File: config.mk
export PLATFORM = sky130hd
export DESIGN_NAME = flow_alarm_unit_scaler
export DESIGN_NICKNAME = d
export VERILOG_FILES = /design/src/flow_alarm_pkg.sv /design/src/flow_alarm_unit_scaler.sv
export VERILOG_INCLUDE_DIRS = /design/src
export SDC_FILE = /design/constraint.sdc
export NUM_CORES = 1
export LEC_CHECK = 0
export BUFFER_PORTS_ARGS = -buffer_cell sky130_fd_sc_hd__buf_2
export CAP_MARGIN = 15
export CORE_MARGIN = 3
export CORE_UTILIZATION = 25
export DETAILED_ROUTE_END_ITERATION = 16
export HOLD_SLACK_MARGIN = 0.12
export PLACE_DENSITY = 0.47
export RECOVER_POWER = 100
export SLEW_MARGIN = 20
export SYNTH_ARGS = -nofsm -noshare
export SYNTH_HDL_FRONTEND = slang
export SYNTH_SLANG_ARGS = --single-unit
File: constraint.sdc
create_clock -name pclk -period 6 [get_ports pclk]
set_clock_uncertainty 0.2 [all_clocks]
set_input_delay 1.2 -clock pclk [delete_from_list [all_inputs] [get_ports pclk]]
set_output_delay 1.2 -clock pclk [all_outputs]
set_load 0.02 [all_outputs]
File: src/flow_alarm_map.svh
// Offsets, field positions, reset values and timing counts of the flow alarm block
`ifndef FLOW_ALARM_MAP_SVH
`define FLOW_ALARM_MAP_SVH

// Register byte offsets
`define FA_CTRL_OFS 12'h000
`define FA_LOW_OFS 12'h004
`define FA_HIGH_OFS 12'h008
`define FA_DELAY_OFS 12'h00c
`define FA_UNIT_OFS 12'h010
`define FA_KF_OFS 12'h014
`define FA_CUNIT_OFS 12'h018
`define FA_FLOW_OFS 12'h01c
`define FA_SP_OFS 12'h020
`define FA_STAT_OFS 12'h024
`define FA_SCALE_OFS 12'h028

// Control register fields
`define FA_CTRL_EN_BIT 0
`define FA_CTRL_CTLR_BIT 1
`define FA_CTRL_LATCH_LO_BIT 2
`define FA_CTRL_LATCH_HI_BIT 3
`define FA_CTRL_OUT0_LSB 4
`define FA_CTRL_OUT1_LSB 6

// Conversion factor register fields
`define FA_KF_MODE_LSB 0
`define FA_KF_IDX_LSB 2
`define FA_KF_USER_LSB 8

// Custom unit register fields
`define FA_CU_VOL_LSB 0
`define FA_CU_TB_LSB 20
`define FA_CU_DENS_BIT 22

// Reset values, range limits and the percent unit code
`define FA_UNIT_RST 6'd1
`define FA_KF_IDX_RST 5'd1
`define FA_KF_USER_RST 20'd1000
`define FA_CU_VOL_RST 20'd100
`define FA_THR_MAX 10'd1000
`define FA_DELAY_MAX 12'd3600
`define FA_UNIT_MAX 6'd47
`define FA_UNIT_PCT 6'd1
`define FA_KF_IDX_MAX 5'd22
`define FA_KF_USER_MIN 20'd1
`define FA_KF_USER_MAX 20'd999900

// Time base constants
`define FA_TICK_NS 1000000000
`define FA_CLK_NS 4
`define FA_TICK_CYC (`FA_TICK_NS / `FA_CLK_NS)

`endif

File: src/flow_alarm_pkg.sv
// Types shared by the flow alarm block
package flow_alarm_pkg;
  typedef enum logic [1:0] {
    kf_off = 2'h0,
    kf_table = 2'h1,
    kf_user = 2'h2
  } kf_mode_e;

  typedef enum logic [1:0] {
    tb_sec = 2'h0,
    tb_min = 2'h1,
    tb_hour = 2'h2,
    tb_day = 2'h3
  } time_base_e;

  typedef enum logic [1:0] {
    out_none = 2'h0,
    out_low = 2'h1,
    out_high = 2'h2
  } out_assign_e;

  typedef enum logic [2:0] {
    al_idle = 3'b001,
    al_wait = 3'b010,
    al_valid = 3'b100
  } alarm_state_e;

  // APB request carrier
  typedef struct packed {
    logic sel;
    logic enable;
    logic write;
    logic [11:0] addr;
    logic [31:0] wdata;
  } apb_req_s;

  // Gas conversion factor settings
  typedef struct packed {
    kf_mode_e mode;
    logic [4:0] index;
    logic [19:0] user;
  } kfactor_s;

  // Custom unit settings
  typedef struct packed {
    logic [19:0] volume;
    time_base_e base;
    logic use_density;
  } custom_unit_s;
endpackage

File: src/flow_alarm_unit_scaler.sv
// Flow alarm evaluation and unit / conversion factor settings with APB access
`timescale 1ns/1ps
`include "flow_alarm_map.svh"

module flow_alarm_unit_scaler #(
  parameter int FLOW_W = 10,
  parameter int TICK_CYC = `FA_TICK_CYC
) (
  input wire logic pclk,
  input wire logic presetn,
  input wire logic psel,
  input wire logic penable,
  input wire logic pwrite,
  input wire logic [11:0] paddr,
  input wire logic [31:0] pwdata,
  output logic [31:0] prdata,
  output logic pready,
  output logic pslverr,
  output logic low_status,
  output logic high_status,
  output logic [1:0] iso_out,
  output logic factor_active
);
  import flow_alarm_pkg::*;

  // Thresholds are ten bits wide, so a narrower flow word could not hold them
  if (FLOW_W < 10 || FLOW_W > 16 || TICK_CYC < 1) begin : g_param_check
    $error("flow_alarm_unit_scaler: unsupported parameter values");
  end

  // ----------------------------------------------------------------
  // Register storage
  // ----------------------------------------------------------------
  logic enable_reg;
  logic ctlr_reg;
  logic [1:0] latch_reg;
  out_assign_e out_sel_reg [2];
  logic [9:0] low_thr_reg;
  logic [9:0] high_thr_reg;
  logic [11:0] delay_reg [2];
  logic [5:0] unit_reg;
  kfactor_s kf_reg;
  custom_unit_s cu_reg;
  logic [FLOW_W-1:0] flow_reg;
  logic [FLOW_W-1:0] sp_reg;
  apb_req_s req;
  logic wr_acc;
  logic rd_acc;
  logic mapped;

  assign req = '{sel: psel, enable: penable, write: pwrite, addr: paddr, wdata: pwdata};
  assign wr_acc = req.sel && req.enable && req.write;
  assign rd_acc = req.sel && !req.enable && !req.write;

  // Address decode; every register answers with zero wait states
  always_comb begin
    unique case (req.addr)
      `FA_CTRL_OFS, `FA_LOW_OFS, `FA_HIGH_OFS, `FA_DELAY_OFS, `FA_UNIT_OFS,
      `FA_KF_OFS, `FA_CUNIT_OFS, `FA_FLOW_OFS, `FA_SP_OFS, `FA_STAT_OFS,
      `FA_SCALE_OFS: mapped = 1'b1;
      default: mapped = 1'b0;
    endcase
  end

  // Control register; out-of-range writes keep the old field value
  always_ff @(posedge pclk or negedge presetn) begin
    if (!presetn) begin
      enable_reg <= 1'b0;
      ctlr_reg <= 1'b0;
      latch_reg <= 2'b00;
      out_sel_reg[0] <= out_none;
      out_sel_reg[1] <= out_none;
    end else if (wr_acc && req.addr == `FA_CTRL_OFS) begin
      enable_reg <= req.wdata[`FA_CTRL_EN_BIT];
      ctlr_reg <= req.wdata[`FA_CTRL_CTLR_BIT];
      latch_reg <= {req.wdata[`FA_CTRL_LATCH_HI_BIT], req.wdata[`FA_CTRL_LATCH_LO_BIT]};
      if (req.wdata[`FA_CTRL_OUT0_LSB +: 2] != 2'h3) begin
        out_sel_reg[0] <= out_assign_e'(req.wdata[`FA_CTRL_OUT0_LSB +: 2]);
      end
      if (req.wdata[`FA_CTRL_OUT1_LSB +: 2] != 2'h3) begin
        out_sel_reg[1] <= out_assign_e'(req.wdata[`FA_CTRL_OUT1_LSB +: 2]);
      end
    end
  end

  // Thresholds in tenths of a percent of full scale
  always_ff @(posedge pclk or negedge presetn) begin
    if (!presetn) begin
      low_thr_reg <= 10'd0;
      high_thr_reg <= `FA_THR_MAX;
    end else if (wr_acc) begin
      if (req.addr == `FA_LOW_OFS && req.wdata[9:0] <= `FA_THR_MAX) begin
        low_thr_reg <= req.wdata[9:0];
      end
      if (req.addr == `FA_HIGH_OFS && req.wdata[9:0] <= `FA_THR_MAX) begin
        high_thr_reg <= req.wdata[9:0];
      end
    end
  end

  // Delays: low in bits 11:0, high in bits 27:16
  always_ff @(posedge pclk or negedge presetn) begin
    if (!presetn) begin
      delay_reg[0] <= 12'd0;
      delay_reg[1] <= 12'd0;
    end else if (wr_acc && req.addr == `FA_DELAY_OFS) begin
      if (req.wdata[11:0] <= `FA_DELAY_MAX) begin
        delay_reg[0] <= req.wdata[11:0];
      end
      if (req.wdata[27:16] <= `FA_DELAY_MAX) begin
        delay_reg[1] <= req.wdata[27:16];
      end
    end
  end

  // Unit, conversion factor and custom unit settings
  always_ff @(posedge pclk or negedge presetn) begin
    if (!presetn) begin
      unit_reg <= `FA_UNIT_RST;
      kf_reg <= '{mode: kf_off, index: `FA_KF_IDX_RST, user: `FA_KF_USER_RST};
      cu_reg <= '{volume: `FA_CU_VOL_RST, base: tb_min, use_density: 1'b0};
    end else if (wr_acc) begin
      if (req.addr == `FA_UNIT_OFS && req.wdata[5:0] != 6'd0
          && req.wdata[5:0] <= `FA_UNIT_MAX) begin
        unit_reg <= req.wdata[5:0];
      end
      if (req.addr == `FA_KF_OFS) begin
        if (req.wdata[`FA_KF_MODE_LSB +: 2] != 2'h3) begin
          kf_reg.mode <= kf_mode_e'(req.wdata[`FA_KF_MODE_LSB +: 2]);
        end
        if (req.wdata[`FA_KF_IDX_LSB +: 5] != 5'd0
            && req.wdata[`FA_KF_IDX_LSB +: 5] <= `FA_KF_IDX_MAX) begin
          kf_reg.index <= req.wdata[`FA_KF_IDX_LSB +: 5];
        end
        if (req.wdata[`FA_KF_USER_LSB +: 20] >= `FA_KF_USER_MIN
            && req.wdata[`FA_KF_USER_LSB +: 20] <= `FA_KF_USER_MAX) begin
          kf_reg.user <= req.wdata[`FA_KF_USER_LSB +: 20];
        end
      end
      if (req.addr == `FA_CUNIT_OFS) begin
        cu_reg.volume <= req.wdata[`FA_CU_VOL_LSB +: 20];
        cu_reg.base <= time_base_e'(req.wdata[`FA_CU_TB_LSB +: 2]);
        cu_reg.use_density <= req.wdata[`FA_CU_DENS_BIT];
      end
    end
  end

  // Measured flow from the front end and set point, both written over the bus
  always_ff @(posedge pclk or negedge presetn) begin
    if (!presetn) begin
      flow_reg <= '0;
      sp_reg <= '0;
    end else if (wr_acc) begin
      if (req.addr == `FA_FLOW_OFS) begin
        flow_reg <= req.wdata[FLOW_W-1:0];
      end
      if (req.addr == `FA_SP_OFS) begin
        sp_reg <= req.wdata[FLOW_W-1:0];
      end
    end
  end

  // ----------------------------------------------------------------
  // Alarm conditions
  // ----------------------------------------------------------------
  logic [FLOW_W-1:0] dev;
  logic [1:0] raw;
  logic [FLOW_W-1:0] low_w;
  logic [FLOW_W-1:0] high_w;

  assign low_w = FLOW_W'(low_thr_reg);
  assign high_w = FLOW_W'(high_thr_reg);
  assign dev = (sp_reg >= flow_reg) ? sp_reg - flow_reg : flow_reg - sp_reg;

  // Raw conditions; thresholds share the flow scale of 0.1% per count
  always_comb begin
    if (!enable_reg) begin
      raw = 2'b00;
    end else if (ctlr_reg) begin
      raw[0] = (dev >= low_w) && (flow_reg < sp_reg);
      raw[1] = (dev >= high_w) && (flow_reg > sp_reg);
    end else begin
      raw[0] = flow_reg < low_w;
      raw[1] = flow_reg > high_w;
    end
  end

  // ----------------------------------------------------------------
  // Seconds tick and persistence timers
  // ----------------------------------------------------------------
  logic [31:0] div_reg;
  logic tick;

  // One-second enable from the clock divider
  always_ff @(posedge pclk or negedge presetn) begin
    if (!presetn) begin
      div_reg <= 32'd0;
    end else if (div_reg == 32'(TICK_CYC - 1)) begin
      div_reg <= 32'd0;
    end else begin
      div_reg <= div_reg + 32'd1;
    end
  end
  assign tick = (div_reg == 32'(TICK_CYC - 1));

  alarm_state_e st_reg [2];
  logic [11:0] sec_reg [2];
  logic [1:0] valid;
  logic [1:0] out_latch_reg;

  // Per-alarm qualifier: idle, waiting out the delay, validated
  for (genvar i = 0; i < 2; i++) begin : g_alarm
    always_ff @(posedge pclk or negedge presetn) begin
      if (!presetn) begin
        st_reg[i] <= al_idle;
        sec_reg[i] <= 12'd0;
      end else begin
        unique case (st_reg[i])
          al_idle: begin
            sec_reg[i] <= 12'd0;
            if (raw[i]) begin
              st_reg[i] <= (delay_reg[i] == 12'd0) ? al_valid : al_wait;
            end
          end
          al_wait: begin
            if (!raw[i]) begin
              st_reg[i] <= al_idle;
            end else if (tick) begin
              sec_reg[i] <= sec_reg[i] + 12'd1;
              if (sec_reg[i] + 12'd1 >= delay_reg[i]) begin
                st_reg[i] <= al_valid;
              end
            end
          end
          al_valid: begin
            if (!raw[i]) begin
              st_reg[i] <= al_idle;
            end
          end
          default: st_reg[i] <= al_idle;
        endcase
      end
    end
    assign valid[i] = (st_reg[i] == al_valid) && raw[i];

    // Latch holds until alarm disable or latch clear, never on the flow returning
    always_ff @(posedge pclk or negedge presetn) begin
      if (!presetn) begin
        out_latch_reg[i] <= 1'b0;
      end else if (!enable_reg || !latch_reg[i]) begin
        out_latch_reg[i] <= 1'b0;
      end else if (valid[i]) begin
        out_latch_reg[i] <= 1'b1;
      end
    end
  end

  // ----------------------------------------------------------------
  // Outputs
  // ----------------------------------------------------------------
  logic [1:0] drive;
  assign drive = valid | out_latch_reg;

  // Status markers and isolated outputs, all registered
  always_ff @(posedge pclk or negedge presetn) begin
    if (!presetn) begin
      low_status <= 1'b0;
      high_status <= 1'b0;
      iso_out <= 2'b00;
      factor_active <= 1'b0;
    end else begin
      low_status <= valid[0];
      high_status <= valid[1];
      for (int k = 0; k < 2; k++) begin
        iso_out[k] <= (out_sel_reg[k] == out_low) ? drive[0] :
                      (out_sel_reg[k] == out_high) ? drive[1] : 1'b0;
      end
      factor_active <= (kf_reg.mode != kf_off) && (unit_reg != `FA_UNIT_PCT);
    end
  end

  // Effective scale: user factor in thousandths, the raw table index in table mode, or unity (1000) when bypassed
  logic [19:0] scale;
  assign scale = (unit_reg == `FA_UNIT_PCT || kf_reg.mode == kf_off) ? 20'd1000 :
                 (kf_reg.mode == kf_user) ? kf_reg.user : 20'(kf_reg.index);

  // ----------------------------------------------------------------
  // APB read path and answer
  // ----------------------------------------------------------------
  always_ff @(posedge pclk or negedge presetn) begin
    if (!presetn) begin
      prdata <= 32'h0000_0000;
      pready <= 1'b0;
      pslverr <= 1'b0;
    end else begin
      pready <= req.sel && !req.enable;
      pslverr <= req.sel && !req.enable && !mapped;
      if (rd_acc) begin
        unique case (req.addr)
          `FA_CTRL_OFS: prdata <= {24'h0, 2'(out_sel_reg[1]), 2'(out_sel_reg[0]),
                                   latch_reg, ctlr_reg, enable_reg};
          `FA_LOW_OFS: prdata <= {22'h0, low_thr_reg};
          `FA_HIGH_OFS: prdata <= {22'h0, high_thr_reg};
          `FA_DELAY_OFS: prdata <= {4'h0, delay_reg[1], 4'h0, delay_reg[0]};
          `FA_UNIT_OFS: prdata <= {26'h0, unit_reg};
          `FA_KF_OFS: prdata <= {4'h0, kf_reg.user, 1'b0, kf_reg.index, 2'(kf_reg.mode)};
          `FA_CUNIT_OFS: prdata <= {9'h0, cu_reg.use_density, 2'(cu_reg.base), cu_reg.volume};
          `FA_FLOW_OFS: prdata <= 32'(flow_reg);
          `FA_SP_OFS: prdata <= 32'(sp_reg);
          `FA_STAT_OFS: prdata <= {24'h0, out_latch_reg, valid, raw,
                                   unit_reg == `FA_UNIT_MAX, factor_active};
          `FA_SCALE_OFS: prdata <= {12'h0, scale};
          default: prdata <= 32'h0000_0000;
        endcase
      end
    end
  end

  // ----------------------------------------------------------------
  // Assertions
  // ----------------------------------------------------------------
  a_disable_quiet: assert property (@(posedge pclk) disable iff (!presetn)
    !enable_reg |-> ##1 (!low_status && !high_status)) else $error("alarm while disabled");
  a_low_thr_range: assert property (@(posedge pclk) disable iff (!presetn)
    low_thr_reg <= `FA_THR_MAX) else $error("low threshold out of range");
  a_high_thr_range: assert property (@(posedge pclk) disable iff (!presetn)
    high_thr_reg <= `FA_THR_MAX) else $error("high threshold out of range");
  a_meter_low: assert property (@(posedge pclk) disable iff (!presetn)
    (enable_reg && !ctlr_reg) |-> (raw[0] == (flow_reg < low_w))) else $error("meter low");
  a_ctlr_low: assert property (@(posedge pclk) disable iff (!presetn)
    (raw[0] && ctlr_reg) |-> (flow_reg < sp_reg && dev >= low_w)) else $error("ctlr low");
  a_meter_high: assert property (@(posedge pclk) disable iff (!presetn)
    (enable_reg && !ctlr_reg) |-> (raw[1] == (flow_reg > high_w))) else $error("meter high");
  a_ctlr_high: assert property (@(posedge pclk) disable iff (!presetn)
    (raw[1] && ctlr_reg) |-> (flow_reg > sp_reg && dev >= high_w)) else $error("ctlr high");
  a_zero_delay: assert property (@(posedge pclk) disable iff (!presetn)
    (st_reg[0] == al_idle && raw[0] && delay_reg[0] == 12'd0) |=> st_reg[0] == al_valid)
    else $error("zero delay not immediate");
  a_timer_restart: assert property (@(posedge pclk) disable iff (!presetn)
    (st_reg[0] == al_wait && !raw[0]) |=> (st_reg[0] == al_idle) ##1 sec_reg[0] == 12'd0)
    else $error("timer not restarted");
  a_low_marker: assert property (@(posedge pclk) disable iff (!presetn)
    valid[0] |=> low_status) else $error("low marker missing");
  a_follow_out: assert property (@(posedge pclk) disable iff (!presetn)
    (out_sel_reg[0] == out_low && $past(out_sel_reg[0]) == out_low && !latch_reg[0]
     && !$past(out_latch_reg[0])) |-> iso_out[0] == $past(valid[0]))
    else $error("output not following");
  a_latch_hold: assert property (@(posedge pclk) disable iff (!presetn)
    (out_latch_reg[0] && enable_reg && latch_reg[0]) |=> out_latch_reg[0])
    else $error("latch dropped");
  a_factor_bypass: assert property (@(posedge pclk) disable iff (!presetn)
    unit_reg == `FA_UNIT_PCT |=> !factor_active) else $error("factor on percent unit");

  c_low_valid: cover property (@(posedge pclk) disable iff (!presetn) $rose(low_status));
  c_high_valid: cover property (@(posedge pclk) disable iff (!presetn) $rose(high_status));
  c_wait_abort: cover property (@(posedge pclk) disable iff (!presetn)
    st_reg[0] == al_wait ##1 st_reg[0] == al_idle);
  c_latched: cover property (@(posedge pclk) disable iff (!presetn)
    out_latch_reg[0] && !valid[0]);

endmodule // flow_alarm_unit_scaler

Word-level counts from Yosys, hierarchy flattened. Cells that the tools add are included.

Flip-flop bits (word level): 231. Bits of input ports: 49. Output and inout bits: 39. Logic and storage cells: 186.

Add/subtract/negate cells: 5. $lt $le $gt $ge: 16. Eq/ne operators: 40. Mux-type cells: 36. Bitwise gates (word level): 1. Reduce and logical (&&, ||, !) cells: 56.

Operators by type and width (count): 28-bit one-hot mux with 11 select lines (1); 12-bit by 5-bit == test with 1-bit output (second input constant) (4); 12-bit 2-to-1 mux (4); 12-bit one-hot mux with 2 select lines (2); 20-bit 2-to-1 mux (2); 12-bit by 6-bit == test with 1-bit output (second input constant) (3); 12-bit logical NOT (3); 3-bit 2-to-1 mux (12); 32-bit by 1-bit adder with 32-bit output (second input constant) (1); 32-bit by 28-bit == test with 1-bit output (second input constant) (1); 32-bit 2-to-1 mux (1); 10-bit greater-or-equal comparator (3); 12-bit by 1-bit adder with 12-bit output (second input constant) (2); 12-bit by 4-bit == test with 1-bit output (second input constant) (2); 12-bit greater-or-equal comparator (2); 12-bit less-or-equal comparator (second input constant) (2); 2-bit != test (second input constant) (11); 20-bit by 1-bit greater-or-equal comparator with 1-bit output (second input constant) (1); 10-bit greater-than comparator (2); 20-bit less-or-equal comparator (second input constant) (1); 10-bit less-than comparator (2); 2-bit AND reduction (10); 10-bit subtractor (2); 1-bit logical AND (18); 27 further kinds (62).

Logic depth before layout (Yosys ltp). Gate-level depths: netlist of the first run.

Depth in word-level cells: 10. Depth in mapped cells: 21. Mapped depth without buffers: 19.

Worst setup path after synthesis of the first run. OpenSTA, ideal clock, no wires.

Path kind: reg-to-reg. From: reg flow_reg[7]. To: reg prdata[3]. Library setup time: 0.126 ns. Arrival time: 4.405 ns. Required time: 5.674 ns. Path slack: 1.269 ns. Stages on the path, launching flop included: 19. Buffers on the path: 1. Period minus slack after synthesis: 4.731 ns. Cell sequence: dfrtp_1 -> inv_1 -> ha_1 -> clkbuf_1 -> a211oi_1 -> nor2_1 -> or3_1 -> o21bai_1 -> mux2i_1 -> o2111a_1 -> a211oi_1 -> ha_1 -> a211oi_1 -> nor2_1 -> or3_1 -> or2_2 -> a21oi_1 -> nor3_1 -> o32a_1.

Cells in the longest elaborated chain, start to end: 7. Elaborated cells on any way between the ends: 11. Those cells by class: add/sub: 2; order compare: 4; mux: 4; reduce/logical: 1.

RTL lines: from (decl) (line flow_alarm_unit_scaler.sv:44) `logic [FLOW_W-1:0] flow_reg;`; from (signal assigned) (line flow_alarm_unit_scaler.sv:155) `flow_reg <= req.wdata[FLOW_W-1:0];`; 10-bit subtractor / 10-bit greater-or-equal comparator (equally long branches) (line flow_alarm_unit_scaler.sv:173) `assign dev = (sp_reg >= flow_reg) ? sp_reg - flow_reg : flow_reg - sp_reg;`; 10-bit 2-to-1 mux (line flow_alarm_unit_scaler.sv:173); 10-bit greater-or-equal comparator (line flow_alarm_unit_scaler.sv:181) `raw[1] = (dev >= high_w) && (flow_reg > sp_reg);`; 1-bit logical AND (line flow_alarm_unit_scaler.sv:181); 2-bit 2-to-1 mux * (line flow_alarm_unit_scaler.sv:179) `end else if (ctlr_reg) begin`; 2-bit 2-to-1 mux * (line flow_alarm_unit_scaler.sv:177) `if (!enable_reg) begin`; 28-bit one-hot mux with 11 select lines * (line flow_alarm_unit_scaler.sv:299) `unique case (req.addr)`; to (signal assigned) (line flow_alarm_unit_scaler.sv:300) `` `FA_CTRL_OFS: prdata <= {24'h0, 2'(out_sel_reg[1]), 2'(out_sel_reg[0]), ``; to (signal assigned) (line flow_alarm_unit_scaler.sv:302) `` `FA_LOW_OFS: prdata <= {22'h0, low_thr_reg}; ``; to (signal assigned) (line flow_alarm_unit_scaler.sv:303) `` `FA_HIGH_OFS: prdata <= {22'h0, high_thr_reg}; ``; to (decl) (line flow_alarm_unit_scaler.sv:16) `output logic [31:0] prdata,`.

Every way passes the cells marked *; elsewhere a longest branch is shown, timed or not. A chain may end at the register's enable or synchronous reset.

Worst setup path in the final report of the first run.
From: reg flow_reg[7]. To: reg sec_reg[2] in the netlist's numbering.

Cells in the longest elaborated chain, start to end: 8. Elaborated cells on any way between the ends: 12. Those cells by class: add/sub: 2; order compare: 4; eq/ne: 1; mux: 3; reduce/logical: 2.

RTL lines: 10-bit subtractor / 10-bit greater-or-equal comparator (equally long branches) (line flow_alarm_unit_scaler.sv:173); 10-bit 2-to-1 mux (line flow_alarm_unit_scaler.sv:173); 10-bit greater-or-equal comparator (line flow_alarm_unit_scaler.sv:181); 1-bit logical AND (line flow_alarm_unit_scaler.sv:181); 2-bit 2-to-1 mux * (line flow_alarm_unit_scaler.sv:179); 2-bit 2-to-1 mux * (line flow_alarm_unit_scaler.sv:177); 2-bit != test (no source line) *; 3-bit AND reduction (no source line) *; to (signal, indexed assignment) (line flow_alarm_unit_scaler.sv:229) `sec_reg[i] <= sec_reg[i] + 12'd1;`; to (decl) (line flow_alarm_unit_scaler.sv:207) `logic [11:0] sec_reg [2];`.

Marked as above.

==> results of run 1 <==
[final cells by class]
class,count,share of cell area (%)
multi-input combinational,972,45.5
antenna,3,0.0494
clock inverter,10,0.782
tap,680,5.59
inverter,89,2.20
clock buffer,44,5.54
timing repair buffer,95,2.81
sequential,227,37.5
[stage by stage]
| stage | instances | instance area, um2 | hold slack, ns | power [mW] | utilization, % |
|---|---|---|---|---|---|
| 2_1_floorplan | 1352 | 13300 | 0.224 | 1.71 | - |
| 3_3_place_gp | 2063 | 14400 | 0.235 | 1.84 | 27.7 |
| 3_5_place_dp | 2063 | 14400 | 0.255 | 1.84 | 27.7 |
| 4_1_cts | 2117 | 15400 | 0.262 | 3.62 | 29.6 |
| 5_1_grt | 2117 | 15200 | 0.290 | 3.69 | 29.3 |
| 6_report | 2120 | 15200 | 0.254 | 3.55 | 29.3 |
[worst max path at each step]
stage / cells past startpoint / end / from
after global routing: 18 / sec_reg[0] / flow_reg[6]
after detailed placement: 17 / iso_out[0] / flow_reg[6]
after CTS: 17 / out_latch_reg[1] / flow_reg[6]
after floorplan: 18 / prdata[3] / flow_reg[7]
final: 18 / sec_reg[2] / flow_reg[7]
after global placement: 17 / iso_out[0] / flow_reg[7]
[cells by family after synthesis]
group | after synthesis | share of synthesized area (%)
compound gates | 298 | 15.6
xor+xnor | 55 | 3.63
fa+ha+maj | 88 | 8.42
buf+inv | 153 | 4.68
flops | 227 | 43.0
mux | 107 | 8.86
other cells | 1 | 0.0283
simple gates | 420 | 15.8
[metal layers]
layer | global-route usage [%] | share of wire, % | up-vias
li1 | - | - | 4994
met1 | 19.9 | 47 | 5224
met3 | 2.24 | 4.7 | 61
met2 | 23.3 | 47 | 231
met5 | 0 | 0 | -
met4 | 3.01 | 1.9 | 0
[cells in the final DEF, fill, tap and decap left out, types with 20 or more instances in the layout]
master	netlist	routed
xnor2_1	34	34
mux2_2	71	71
nor4_1	19	20
clkbuf_1	45	56
mux2i_1	24	24
nand2b_1	20	20
nand2_1	133	134
dfrtp_1	207	207
buf_2	13	42
xor2_1	21	21
nor2_1	94	92
nor3_1	20	22
ha_1	86	86
clkbuf_16	0	29
nand3_1	37	37
inv_1	89	89
a21oi_1	49	48
o21ai_0	73	75
dfstp_2	20	20
[power by group through the flow]
stage               clock network, mW  registers [mW]  logic [mW]
floorplan                           0            1.64      0.0714
global placement                    0            1.61       0.227
detailed placement                  0            1.61       0.229
CTS                              1.80            1.58       0.230
global route                     1.87            1.59       0.236
finish                           1.75            1.58       0.214
==> results.cfg, run 1 <==
[clock_tree]
post_cts_buffers = 0
clock_latency_ns = 0.59
cts.htree.levels = 1
clock-root-buffer = clkbuf_16
ctsResizeCount = 0
clk_path_buf_depth = 3
cts_tree = done
holdBufCountCts = 0
clock-sinks = 227
cts_buffers = 29
path_clk_slew_ns = 0.05

[layout]
nets = 1551
layout-drive-gt1-share_pct = 14.1
multi_input_comb_area_um2 = 6920
seqCellArea_um2 = 5710
syn2layout_area_growth_pct = 14.7
largest_reg_flops = 32
fillers = 5445

[global_routing]
grt_max_degree = 135
grt_pass1_wl_mm = 63.5
grt_util_all_layers_pct = 14.2
grt_pass1_vias = 10500
grt_overflow = 0
antenna_found_initial = 3

[power]
p_clk_share_pct = 49.4
peakVddDrop_mv = 0.170
powerDensity_nw_per_um2 = 233
seqPwrFrac_pct = 44.6
p_leak_nw = 6.85
power_switching_mw = 0.878
p_comb_share_pct = 6.0
power.internal_mw = 2.67
switching_share_pct = 24.7

[critical_path]
cp-start-kind = flip-flop
ff2ff_path_depth = 18
cp_max_fo = 12
regToRegStartpoint = flow_reg[7]
path_delay_family = compound AO/OA/AOI/OAI gates
crit_path_top_delay_cell = ha_1
cp.required_ns = 6.26
r2r-end = sec_reg[2]
end_kind = flip-flop
rrSetupSlack_ns = 0.46
slowest_delay_ns = 0.48
crit_buf_inv = 2
worst-setup-path-type = flip-flop to flip-flop
cp.arrival_ns = 5.80
worstPathCellList = inv_1 -> ha_1 -> nand4_1 -> nor3_1 -> or3_1 -> o21bai_1 -> mux2i_1 -> o211ai_1 -> a211oi_1 -> ha_1 -> a211oi_1 -> nor2_1 -> or3_1 -> o2111a_2 -> a22oi_4 -> clkbuf_2 -> o211ai_2 -> o31ai_2

[route]
dr.pass1.iters = 5
wl_per_cell_um = 19.4
antenna_left = 0
finalWirelength_mm = 41.1
drtIter0Drc = 783
vias = 10500
drc = 0
via_per_inst = 4.96

[die]
rows = 83
fp.dieH_um = 236
die_w_um = 236
die_area_um2 = 55800
core-area_um2 = 51900
start_util_pct = 25.5
io_pins = 88

[logic_synthesis]
postSynthAreaPerCell_um2 = 9.83
yosysMostFrequentCell = dfrtp_1
ys_ff_latch = 227
synth_top_cells_by_area = dfrtp_1 39%, ha_1 8.1%, mux2_2 6.0%, dfstp_2 4.0%, nand2_1 3.8%
synthesis.instances = 1349
ys_warn_count = 0
ys_top_cells_by_count = 207 x dfrtp_1, 133 x nand2_1, 94 x nor2_1, 89 x inv_1, 86 x ha_1
yosysSeqAreaShare_pct = 43.0
synth_edf_count = 0
synth.distinct_cells = 83
syn-cell-area_um2 = 13300
synth_ff_type = dfrtp_1
synth_top_area_share_pct = 39.1
synth_area_leader_cell = dfrtp_1
ys_async_sr_fraction_pct = 100

[sta]
finalSetupViolCount = 0
finalCritPeriodShare_pct = 92.4
max_freq_mhz = 180
setup_tns_ns = 0
rsz0062_at_grt = no
finalWorstSetupSlack_ns = 0.458
drv_slew = 363
min_period_ns = 5.54
worst_pin_slew_ns = 3.15
slew-limit-headroom_pct = -112
hold_violations = 0

[outcome]
violations = capacitance limit, slew limit
status = finished, violations left

[min_path]
min_to = div_reg[0]
holdPathStages = 1
min_path_type = flip-flop to flip-flop
hp-start = div_reg[0]

[placed_design]
gp_congestion = 0.863
port_buffers = 79
hpwl_mm = 29.7
pre_cts_ws_ns = 0.440

[run]
maxCapViolCount = 8
Power figures use the tool's default switching activity.
==> inputs of run 2 (changes only) <==
- BUFFER_PORTS_ARGS: -buffer_cell sky130_fd_sc_hd__buf_2 -> -buffer_cell sky130_fd_sc_hd__clkbuf_2
==> results.cfg, run 2 (synthesis gave the netlist of run 1 again) <==
[outcome]
status = finished, violations left
violations = capacitance limit, slew limit

[route]
finalWirelength_mm = 41.1
dr.pass1.iters = 5
vias = 10500
drtIter0Drc = 749
drc = 0
antenna_left = 0
via_per_inst = 4.95
wl_per_cell_um = 19.4

[placed_design]
hpwl_mm = 29.8
port_buffers = 79
gp_congestion = 0.862

[clock_tree]
clock_latency_ns = 0.59
clock-root-buffer = clkbuf_16
cts_tree = done
post_cts_buffers = 0
clock-sinks = 227
path_clk_slew_ns = 0.05
ctsResizeCount = 0
cts.htree.levels = 1
cts_buffers = 30
clk_path_buf_depth = 3
holdBufCountCts = 0

[die]
fp.dieH_um = 236
die_area_um2 = 55800
io_pins = 88
start_util_pct = 25.5
die_w_um = 236
rows = 83
core-area_um2 = 51900

[critical_path]
cp_max_fo = 11
worst_path_most_repeated_cell = a211oi_1
cp-endpoint = iso_out[1]
slowest_delay_ns = 0.47
worst-path-stages = 17
path_delay_family = compound AO/OA/AOI/OAI gates
end_kind = flip-flop
cp-start-kind = flip-flop
rrSetupSlack_ns = 0.26
cp.arrival_ns = 5.98
worstPathCellList = inv_1 -> ha_1 -> a211oi_1 -> nor2_1 -> or3_1 -> o21bai_1 -> mux2i_1 -> o2111a_1 -> a211oi_1 -> ha_1 -> a211oi_1 -> nor2_1 -> or3_1 -> or2_2 -> a21oi_1 -> o21bai_1 -> a22o_1
crit_path_top_delay_cell = a21oi_1
ff2ff_path_depth = 17
crit_buf_inv = 1
cp.required_ns = 6.24
regToRegStartpoint = flow_reg[7]
r2r-end = iso_out[1]
worst-setup-path-type = flip-flop to flip-flop
worstSetupStartpoint = flow_reg[7]

[power]
p_leak_nw = 6.90
p_comb_share_pct = 5.8
finalPower_mw = 3.70
switching_share_pct = 24.5
power.internal_mw = 2.79
seqPwrFrac_pct = 42.8
p_clk_share_pct = 51.4
peakVddDrop_mv = 0.200
powerDensity_nw_per_um2 = 242
power_switching_mw = 0.907

[sta]
worst_pin_slew_ns = 3.11
max_freq_mhz = 174
finalCritPeriodShare_pct = 95.7
hold_violations = 0
setup_tns_ns = 0
finalSetupViolCount = 0
slew-limit-headroom_pct = -110
min_period_ns = 5.74
rsz0062_at_grt = no
drv_slew = 276

[layout]
nets = 1554
syn2layout_area_growth_pct = 15.3
largest_reg_flops = 32
layout_commonest_cell = dfrtp_1
final_cell_mix = 207 x dfrtp_1, 135 x nand2_1, 92 x nor2_1
layout-drive-gt1-share_pct = 14.2

[global_routing]
grt_pass1_vias = 10500
grt_util_all_layers_pct = 14.3
grt_max_degree = 105
grt_overflow = 0
grt_pass1_wl_mm = 63.5
antenna_found_initial = 2

[run]
maxCapViolCount = 8

[min_path]
min_path_type = flip-flop to flip-flop
[run 2: changes by cell type in the layout (fill, tap and decap cells not counted), moves of 2 or more]
cell       previous run  this run
bufinv_16             2         4
clkinv_2              6         8
clkbuf_1             56        52
buf_2                42         0
diode_2               3         1
clkbuf_2              2        45
[run 2: power by group through the flow]
stage	clock network (mW)	logic, mW	registers (mW)
floorplan	0	0.0714	1.64
global placement	0	0.228	1.61
detailed placement	0	0.229	1.61
CTS	1.96	0.229	1.58
global route	2.03	0.237	1.59
finish	1.90	0.215	1.58
[run 2: metal layers]
metal	routed length, um	track usage, %	vias up
met5	13	0	-
met4	916	3.76	2
met3	2110	2.43	55
met2	18900	23.3	247
met1	19100	19.7	5202
li1	-	-	4983
[run 2: worst min path at each step]
stage               cells after the start  slack [ns]          to        from
floorplan                               1        0.22  div_reg[0]  div_reg[0]
global placement                        1        0.24  div_reg[0]  div_reg[0]
detailed placement                      1        0.25  div_reg[0]  div_reg[0]
CTS                                     1        0.25  div_reg[0]  div_reg[0]
global route                            1        0.28  div_reg[0]  div_reg[0]
finish                                  1        0.25  div_reg[0]  div_reg[0]
[run 2: worst reg2reg max path: stages (launching register included)]
cell      delay [ns]
dfrtp_1         0.46
inv_1           0.09
ha_1            0.44
a211oi_1        0.30
nor2_1          0.08
or3_1           0.39
o21bai_1        0.35
mux2i_1         0.23
o2111a_1        0.29
a211oi_1        0.43
ha_1            0.34
a211oi_1        0.25
nor2_1          0.07
or3_1           0.43
or2_2           0.31
a21oi_1         0.47
o21bai_1        0.25
a22o_1          0.25
[run 2: cell type report]
class,instances,area [um2]
clock buffer,40,858
antenna,1,2.50
tap,680,851
sequential,227,5710
fill,5494,36600
timing repair buffer,97,432
clock inverter,15,208
multi-input combinational,972,6900
inverter,89,334
[run 2: metrics by stage]
| step | worst slack [ns] | hold slack, ns | instance area, um2 | utilization [%] | std cells |
|---|---|---|---|---|---|
| 3_5_place_dp | 0.332 | 0.246 | 14400 | 27.7 | 2065 |
| 4_1_cts | 0.297 | 0.253 | 15500 | 29.8 | 2120 |
| 6_report | 0.260 | 0.255 | 15300 | 29.4 | 2121 |
| 2_1_floorplan | 1.27 | 0.224 | 13300 | - | 1352 |
| 5_1_grt | 0.0151 | 0.285 | 15300 | 29.4 | 2120 |
| 3_3_place_gp | 0.382 | 0.235 | 14400 | 27.7 | 2065 |
